`src/csp_pkg.sv`:
```
// Package for the clock security and PLL select block
package csp_pkg;
    localparam int CSP_AW = 4;
    localparam logic [3:0] CSP_ADDR_PAGE1 = 4'h0;
    localparam logic [3:0] CSP_ADDR_PAGE0 = 4'h1;
    localparam logic [7:0] CSP_PAGE1_RST = 8'h00;
    localparam logic [7:0] CSP_PAGE0_RST = 8'h00;
    // Page 1 bit positions
    localparam int CSP_BIT_PAGE = 7;
    localparam int CSP_BIT_VCO = 5;
    localparam int CSP_BIT_LOCK = 4;
    localparam int CSP_BIT_PLL_ENABLE_BIT = 3;
    localparam int CSP_BIT_CLOCK_SOURCE_SELECT = 1;
    // Page 0 bit positions
    localparam int CSP_BIT_LOSS_IE = 2;
    localparam int CSP_BIT_LOSS_F = 3;
    localparam int CSP_BIT_VD_IE = 5;
    localparam int CSP_BIT_VD_F = 6;
    // Rates in MHz
    localparam int CSP_FIN_MHZ = 8;
    localparam int CSP_FOUT_MHZ = 16;
    localparam int CSP_FVCO_GND_MHZ = 10;
    // Timing
    localparam int CSP_LOCK_TIME_US = 2;
    localparam int CSP_CLK_MHZ = 50;
    localparam int CSP_LOCK_CYCLES = CSP_LOCK_TIME_US * CSP_CLK_MHZ;
    localparam int CSP_LOSS_TIME_NS = 500;
    localparam int CSP_LOSS_CYCLES = (CSP_LOSS_TIME_NS * CSP_CLK_MHZ) / 1000;
    localparam int CSP_CW = 8;
    typedef enum logic [1:0] {
        CSP_RUN,
        CSP_HALT,
        CSP_AHALT
    } csp_mode_t;
endpackage

```
`src/csp_clock_security.sv`:
```
// Clock security, PLL control and clock source selection
`timescale 1ns/1ns
`default_nettype none
module csp_clock_security
    import csp_pkg::*;
(
    input wire logic clk,                        // System clock, 50 MHz
    input wire logic srst,                       // Synchronous reset
    input wire logic [csp_pkg::CSP_AW-1:0] addr, // Register address
    input wire logic [7:0] wdata,                // Write data
    input wire logic wr,                         // Write strobe
    input wire logic rd,                         // Read strobe
    output logic [7:0] rdata,                    // Read data, cycle after rd
    input wire logic osc_clk_pin,                // Oscillator clock, sampled
    input wire logic pll_opt_en,                 // Option: PLL enabled
    input wire logic pll_opt_sel,                // Option: PLL fixed as source
    input wire logic icc_active,                 // In-circuit programming
    input wire logic voltage_drop_pin,           // Voltage-drop detector event
    input wire logic global_int_mask,            // Processor interrupt mask
    input wire logic wait_mode,                  // Processor in wait
    input wire logic halt_req,                   // Processor enters halt
    input wire logic active_halt_req,            // Processor enters active-halt
    output logic [1:0] halt_state,               // 0 run, 1 halt, 2 active-halt
    output logic pll_lock,                       // PLL locked
    output logic [4:0] pll_out_mhz,              // Produced PLL frequency
    output logic sysclk_is_pll,                  // System clock from PLL
    output logic safe_clock_on,                  // Safe oscillator running
    output logic hold_reset,                     // Keep device in reset
    output logic clock_loss_irq,                 // Clock loss interrupt request
    output logic voltage_drop_irq,               // Voltage drop interrupt request
    output logic wake_req                        // Wake from wait or halt
);
    import csp_pkg::*;

    logic osc_s1_q, osc_s2_q, osc_s3_q;
    logic vd_s1_q, vd_s2_q;
    logic page_q, vco_q, pll_enable_bit_q, clock_source_select_q;
    logic loss_ie_q, loss_f_q, vd_ie_q, vd_f_q;
    logic lock_q, osc_seen_q, lost_q, icc_q;
    logic [CSP_CW-1:0] lock_cnt_q, loss_cnt_q;
    logic [7:0] rdata_q;
    csp_mode_t mode_q;
    logic pll_on, frozen, wr_p1, wr_p0, osc_edge, loss_evt, icc_rise;

    function automatic logic [7:0] page1_view(input logic pg, input logic v, input logic lk,
                                              input logic en, input logic sel);
        page1_view = 8'h00;
        page1_view[CSP_BIT_PAGE] = pg;
        page1_view[CSP_BIT_VCO] = v;
        page1_view[CSP_BIT_LOCK] = lk;
        page1_view[CSP_BIT_PLL_ENABLE_BIT] = en;
        page1_view[CSP_BIT_CLOCK_SOURCE_SELECT] = sel;
    endfunction

    // Pin inputs pass two flops before use
    always_ff @(posedge clk) begin
        osc_s1_q <= osc_clk_pin;
        osc_s2_q <= osc_s1_q;
        osc_s3_q <= osc_s2_q;
        vd_s1_q <= voltage_drop_pin;
        vd_s2_q <= vd_s1_q;
    end

    assign osc_edge = osc_s2_q ^ osc_s3_q;
    assign frozen = (mode_q != CSP_RUN);
    assign pll_on = (pll_enable_bit_q | pll_opt_en) & (mode_q != CSP_HALT);
    assign wr_p1 = wr & (addr == CSP_ADDR_PAGE1) & page_q & ~frozen;
    // Page 0 is reached at its own address, or at the shared one while the page bit is 0
    assign wr_p0 = wr & ~frozen & ((addr == CSP_ADDR_PAGE0) | ((addr == CSP_ADDR_PAGE1) & ~page_q));
    assign icc_rise = icc_active & ~icc_q;

    // Processor power mode; halt ends only by wake or reset
    always_ff @(posedge clk) begin
        if (srst) begin
            mode_q <= CSP_RUN;
        end else begin
            unique case (mode_q)
                CSP_RUN: begin
                    if (halt_req) begin
                        mode_q <= CSP_HALT;
                    end else if (active_halt_req) begin
                        mode_q <= CSP_AHALT;
                    end
                end
                CSP_HALT, CSP_AHALT: begin
                    if (wake_req) begin
                        mode_q <= CSP_RUN;
                    end
                end
                default: mode_q <= CSP_RUN;
            endcase
        end
    end

    // Oscillator watch: missing edges mean a lost input clock
    always_ff @(posedge clk) begin
        if (srst) begin
            loss_cnt_q <= '0;
            osc_seen_q <= 1'b0;
            lost_q <= 1'b0;
        end else begin
            if (osc_edge) begin
                loss_cnt_q <= '0;
                osc_seen_q <= 1'b1;
                lost_q <= 1'b0;
            end else if (loss_cnt_q != CSP_CW'(CSP_LOSS_CYCLES)) begin
                loss_cnt_q <= loss_cnt_q + 1'b1;
            end else if (osc_seen_q & pll_on) begin
                lost_q <= 1'b1;
            end
        end
    end

    // Without edges since reset the device stays in reset
    assign hold_reset = ~osc_seen_q;
    assign loss_evt = osc_seen_q & pll_on & ~lost_q & ~osc_edge
                      & (loss_cnt_q == CSP_CW'(CSP_LOSS_CYCLES));

    // Lock timer restarts whenever the PLL is off or the input is lost
    always_ff @(posedge clk) begin
        if (srst) begin
            lock_cnt_q <= '0;
            lock_q <= 1'b0;
        end else if (!pll_on || lost_q) begin
            lock_cnt_q <= '0;
            lock_q <= 1'b0;
        end else if (lock_cnt_q != CSP_CW'(CSP_LOCK_CYCLES)) begin
            lock_cnt_q <= lock_cnt_q + 1'b1;
        end else begin
            lock_q <= 1'b1;
        end
    end

    always_ff @(posedge clk) begin
        if (srst) begin
            icc_q <= 1'b0;
        end else begin
            icc_q <= icc_active;
        end
    end

    // Page 1 control bits; writes frozen while halted, a programming entry still sets the VCO, enable and select bits but not the page bit
    always_ff @(posedge clk) begin
        if (srst) begin
            page_q <= CSP_PAGE1_RST[CSP_BIT_PAGE];
            vco_q <= CSP_PAGE1_RST[CSP_BIT_VCO];
            pll_enable_bit_q <= CSP_PAGE1_RST[CSP_BIT_PLL_ENABLE_BIT];
            clock_source_select_q <= CSP_PAGE1_RST[CSP_BIT_CLOCK_SOURCE_SELECT];
        end else if (icc_rise) begin
            vco_q <= 1'b1;
            pll_enable_bit_q <= 1'b1;
            clock_source_select_q <= 1'b1;
        end else begin
            if (wr && !frozen && (addr == CSP_ADDR_PAGE1 || addr == CSP_ADDR_PAGE0)) begin
                page_q <= wdata[CSP_BIT_PAGE];
            end
            if (wr_p1) begin
                vco_q <= wdata[CSP_BIT_VCO];
                // Reserved bits 6, 2, 0 are not stored
                if (wdata[CSP_BIT_PLL_ENABLE_BIT] || !clock_source_select_q) begin
                    pll_enable_bit_q <= wdata[CSP_BIT_PLL_ENABLE_BIT];
                end
                clock_source_select_q <= wdata[CSP_BIT_CLOCK_SOURCE_SELECT] & (pll_enable_bit_q | wdata[CSP_BIT_PLL_ENABLE_BIT]);
            end
        end
    end

    // Page 0: interrupt enables and sticky flags; set beats clear
    always_ff @(posedge clk) begin
        if (srst) begin
            loss_ie_q <= CSP_PAGE0_RST[CSP_BIT_LOSS_IE];
            vd_ie_q <= CSP_PAGE0_RST[CSP_BIT_VD_IE];
            loss_f_q <= CSP_PAGE0_RST[CSP_BIT_LOSS_F];
            vd_f_q <= CSP_PAGE0_RST[CSP_BIT_VD_F];
        end else begin
            if (wr_p0) begin
                loss_ie_q <= wdata[CSP_BIT_LOSS_IE];
                vd_ie_q <= wdata[CSP_BIT_VD_IE];
            end
            if (loss_evt) begin
                loss_f_q <= 1'b1;
            end else if (wr_p0 && !wdata[CSP_BIT_LOSS_F]) begin
                loss_f_q <= 1'b0;
            end
            if (vd_s2_q) begin
                vd_f_q <= 1'b1;
            end else if (wr_p0 && !wdata[CSP_BIT_VD_F]) begin
                vd_f_q <= 1'b0;
            end
        end
    end

    // Read data one cycle after the strobe, else zero
    always_ff @(posedge clk) begin
        if (srst) begin
            rdata_q <= 8'h00;
        end else if (rd && addr == CSP_ADDR_PAGE1 && page_q) begin
            rdata_q <= page1_view(page_q, vco_q, lock_q, pll_enable_bit_q | pll_opt_en, sysclk_is_pll);
        end else if (rd && (addr == CSP_ADDR_PAGE0 || addr == CSP_ADDR_PAGE1)) begin
            rdata_q <= {page_q, vd_f_q, vd_ie_q, 1'b0, loss_f_q, loss_ie_q, 2'b00};
        end else begin
            rdata_q <= 8'h00;
        end
    end
    assign rdata = rdata_q;

    // Lock drops at once when the PLL is switched off, not a cycle later
    assign pll_lock = lock_q & pll_on;
    assign halt_state = mode_q;
    assign safe_clock_on = lost_q & pll_on;
    // Option fixes the source regardless of the select bit
    assign sysclk_is_pll = pll_on & (pll_opt_sel | clock_source_select_q | lost_q);
    assign pll_out_mhz = !pll_on ? 5'h00 :
                         (vco_q | lost_q) ? 5'(CSP_FVCO_GND_MHZ) : 5'(CSP_FOUT_MHZ);
    assign clock_loss_irq = loss_f_q & loss_ie_q & ~global_int_mask;
    assign voltage_drop_irq = vd_f_q & vd_ie_q & ~global_int_mask;
    // Full halt stops the clock watch so only voltage drop can wake it
    assign wake_req = voltage_drop_irq
                      | (clock_loss_irq & (wait_mode | mode_q == CSP_AHALT));
endmodule
`default_nettype wire

```
`config.mk`:
```
export PLATFORM = sky130hd
export DESIGN_NAME = csp_clock_security
export DESIGN_NICKNAME = d
export VERILOG_FILES = /design/src/csp_pkg.sv /design/src/csp_clock_security.sv
export SDC_FILE = /design/constraint.sdc
export NUM_CORES = 1
export LEC_CHECK = 0
export BUFFER_PORTS_ARGS = -buffer_cell sky130_fd_sc_hd__buf_2
export CORE_ASPECT_RATIO = 0.8
export CORE_MARGIN = 10
export CORE_UTILIZATION = 55
export DETAILED_ROUTE_END_ITERATION = 8
export PLACE_DENSITY = 0.83
export SLEW_MARGIN = 20
export SYNTH_ARGS = -nofsm -noshare
export SYNTH_HDL_FRONTEND = slang
export SYNTH_SLANG_ARGS = --single-unit
export TNS_END_PERCENT = 20
```
`constraint.sdc`:
```
create_clock -name clk -period 2.6 [get_ports clk]
set_input_delay 0.52 -clock clk [delete_from_list [all_inputs] [get_ports clk]]
set_output_delay 0.52 -clock clk [all_outputs]
set_load 0.01 [all_outputs]
```
Yosys cells after proc, flatten, opt, wreduce, memory -nomap -nowiden
Index checks and enable logic that the tools add are counted.
Widths: inputs -> output; s select.
- register bits after elaboration: 43
- output and inout port bits: 22
- logic and storage cells: 124
- $add $sub $neg: 2
- equal/unequal tests: 9
- mux-type cells: 19
- bitwise logic cells: 40
- reductions and logical operators: 31
- operators by type and width (cell ; count):
    $and 1x1->1 ; 21
    $add 8x1->8 const B ; 2
    $mux 8 ; 2
    $mux 1 ; 11
    $mux 5 ; 2
    $not 1->1 ; 10
    $reduce_bool 2->1 ; 5
    $eq 8x5->1 const B ; 1
    $ne 8x5->1 const B ; 1
    $ne 8x7->1 const B ; 1
    $or 1x1->1 ; 8
    $reduce_and 2->1 ; 4
    $reduce_or 2->1 ; 4
    $logic_and 1x1->1 ; 7
    $mux 2 ; 3
    $logic_not 1->1 ; 5
    $eq 4x1->1 const B ; 1
    $logic_not 4->1 ; 1
    $pmux 2 s2 ; 1
    $logic_or 1x1->1 ; 3
    $ne 3x3->1 const B ; 1
    $reduce_or 3->1 ; 1
    $eq 2x1->1 const B ; 1
    $eq 2x2->1 const B ; 1
    4 further kinds ; 4

Longest topological paths before layout
- depth in word-level cells: 7
- depth in mapped cells: 7
- mapped depth without buffers: 6

Worst setup path after synthesis
OpenSTA, ideal clock, no wires.
- path type: register to output
- start point: reg mode_q[1] (netlist: halt_state[1])
- end point: out pll_out_mhz[3]
- data arrival time: 1.240 ns
- data required time: 2.080 ns
- slack: 0.840 ns
- cell stages (with the launch flop): 6
- cells stage by stage: dfxtp_1 -> inv_1 -> ha_1 -> o21bai_1 -> nor2_1 -> buf_4
- longest elaborated chain between the ends: 3
- ends and longest elaborated chain (item ; RTL line ; RTL):
    start: declaration ; csp_clock_security.sv:42 ; csp_mode_t mode_q;
    start signal: assignment ; csp_clock_security.sv:75 ; mode_q <= CSP_RUN;
    start signal: assignment ; csp_clock_security.sv:80 ; mode_q <= CSP_HALT;
    start signal: assignment ; csp_clock_security.sv:82 ; mode_q <= CSP_AHALT;
    $ne 2x1->1 ; csp_clock_security.sv:66 ; assign pll_on = (pll_enable_bit_q | pll_opt_en) & (mode_q != CSP_HALT);
    $and 1x1->1 ; csp_clock_security.sv:66 ;
    $mux 5 ; csp_clock_security.sv:213 ; assign pll_out_mhz = !pll_on ? 5'h00 :
    end: declaration ; csp_clock_security.sv:25 ; output logic [4:0] pll_out_mhz,
Every way passes these cells.

Worst setup path after layout
Same ends and word-level chain as after synthesis.

==> flow_summary.yaml <==
outcome:
  outcome: "completed"
global_routing:
  grtUsageMet1_pct: 15.0
  use_met2_pct: 18.9
  grt_usage_pct: 12.5
  grt_overflow_total: 0
  use_met3_pct: 5.72
  grt_max_degree: 18
  grt_pass1_vias: 1411
  top_usage_layer: "met2"
  antenna_found_initial: 0
  grt_first_pass_wirelength_mm: 6.24
sta:
  worst_slew_margin_rel_pct: 64.3
  layout_min_cycle_time_ps: 2050
  finalSetupViolations: 0
  hold_violations: 0
  slew_viol_final: 0
  whs_ps: 328
  finalSetupTns_ps: 0
  fin_crit_sh_pct: 78.8
  rsz0062_at_grt: "no"
  layout_setup_ws_ps: 550
  worst_slew_pin_slew_ps: 527
  clock_skew_ps: 6.10
  fmax_ghz: 0.488
cells_and_area:
  fillers: 249
  finish.instance_area_um2: 2090
  final_util_pct: 67.4
  diodes: 0
  syn_to_final_growth_pct: 17.0
  nets: 273
  seq_area_um2: 841
  drive_gt1_share_pct: 21.3
  multi_input_area_um2: 888
  final_cells: 280
critical_path:
  cp-startpoint: "halt_state[1]$_SDFFE_PP0P_"
  r2r_cells: 6
  critical-path-top-delay-family: "flip-flops"
  slowest_delay_ps: 380
  cp-end-kind: "output port"
  crit_arrival_ps: 1530
  r2r_start: "halt_state[1]$_SDFFE_PP0P_"
  cp_max_fo: 5
  worstSetupStartpointType: "flop"
  crit_chain: "inv_1, ha_1, o21bai_1, nor2_1, buf_2"
  slowest_stage: "dfxtp_1"
  cp.depth: 5
  worstSetupPathType: "reg -> out"
  worstPathRequired_ps: 2080
  path_buf_inv: 2
floorplanning:
  die_y_um: 71.0
  floorplan.initialDensity_pct: 57.6
  io_pins: 47
  coreArea_um2: 3110
  row_count: 18
  dieArea_um2: 5950
  dieWidth_um: 83.8
min_path:
  holdPathStages: 0
  hold_class: "reg -> reg"
  min-delay-start: "osc_s1_q$_DFF_P_"
clock_network:
  cts_num_sinks: 42
  path_clk_slew_ps: 70
  cts_buffers: 5
  postCtsSetupBuffers: 0
  ctsHoldBuffers: 0
  cts_resized: 0
  cts-root-buf: "clkbuf_8"
  cts_tree: "built"
  clk_latency_ps: 290
  h-tree-depth: 2
  cts_buffer_depth: 2
synthesis:
  syn_inst: 198
  yosysWarnings: 0
  synth_common_cells: "dfxtp_1 (42), nor2_1 (31), nand2_1 (13)"
  synth.yosys.seq_area_share_pct: 47.0
  synth-seq-cells: 42
  synth_edf_count: 0
  synthTopCellsByArea: "dfxtp_1 (47%), nor2_1 (6.5%), ha_1 (4.9%), xor2_1 (3.4%), xnor2_1 (2.9%)"
  async_reset_ff_share_pct: 0
  ys_types: 37
  synth.cell_area_um2: 1790
  synth.most_common_cell: "dfxtp_1"
  yosys.area.top_type: "dfxtp_1"
  synth_top_area_share_pct: 47.0
  synth.avg_cell_area_um2: 9.04
  synthFlopType: "dfxtp_1"
drt:
  drt.antenna.violating_nets: 0
  drt-pass1-iter-count: 4
  post_drt_wl_per_cell_um: 13.5
  dr.first_iter.drc_count: 80
  vias: 1469
  viasPerCell: 5.25
  finalWirelength_mm: 3.78
  remaining_drc_errors: 0
placed_design:
  dp.cells: 274
  hpwl_mm: 2.95
  io_buffers: 41
  place_congestion: 0.790
  preCtsSetupSlack_ps: 729
  place_area_um2: 2010
pwr:
  power_leakage_nw: 0.901
  power.total_mw: 1.36
  powerDensity_nw_per_um2: 648
  vdd_drop_max_uv: 436
flow_run:
  drv_cap: 0
==> state kept, by name, summed over array words and instances (netlist names), 2 cells and up <==
name	cells
lock_cnt_q	8
loss_cnt_q	8
rdata	7
halt_state	2
==> worst reg2reg max path, stage by stage (launching register included) <==
cell,delay (ps)
dfxtp_1,380
inv_1,80
ha_1,200
o21bai_1,210
or3_1,490
nand2b_1,220
nor2_1,90
==> final timing paths <==
kind	end	slack, ps
worst max-delay path	pll_out_mhz[3]	550
worst min-delay path	osc_s2_q$_DFF_P_	330
worst max register to register	lock_cnt_q[7]$_SDFFE_PP0P_	870
worst min register to register	osc_s2_q$_DFF_P_	330
==> cell families (layout without fill, tap and decap cells) <==
family                   count (synthesis)  count (layout)  synth area share (%)
buffers and inverters                   14              54                  3.78
AND/OR/NAND/NOR                         93              93                  26.8
AO/OA/AOI/OAI                           24              24                  8.74
multiplexers                             4               4                  2.24
flip-flops                              42              42                  47.0
other                                    1               3                 0.210
adder cells (fa/ha/maj)                  7               7                  4.89
XOR/XNOR                                13              13                  6.36
==> per-layer routing <==
layer  part of all wire (%)  vias to the layer above
met5                      0                        -
met4                   0.66                        0
met3                    7.7                        4
met2                     43                       44
met1                     48                      665
li1                       -                      756
==> cell usage in the layout (no fill, tap or decap), types with 3 or more instances in the layout <==
cell type	synthesis	routed
dfxtp_1	42	42
ha_1	7	7
a31oi_1	3	3
and2_1	5	5
clkbuf_8	0	6
or3_1	3	3
a211oi_1	4	4
nand2_1	13	13
nand3_1	7	7
nor3_1	5	5
conb_1	1	3
nor2_1	31	31
a21oi_1	7	7
nor2b_1	3	3
mux2i_1	4	4
o21ai_0	3	3
nand4_1	4	4
inv_1	7	7
and3_1	6	6
xor2_1	7	7
buf_2	0	41
nand2b_1	6	6
xnor2_1	6	6
==> final cells by class <==
class	count	area share [%]
inverter	7	1.26
clock buffer	6	3.95
timing repair buffer	41	9.80
sequential	42	40.2
multi-input combinational	144	42.4
tap	40	2.39
==> report_power, final <==
part           switching [mW]  total, mW  internal [mW]
sequential             0.0301      0.706          0.676
clock                   0.197      0.402          0.205
combinational           0.149      0.247         0.0989
total                   0.376       1.36          0.980
(Power assumes the default switching activity.)
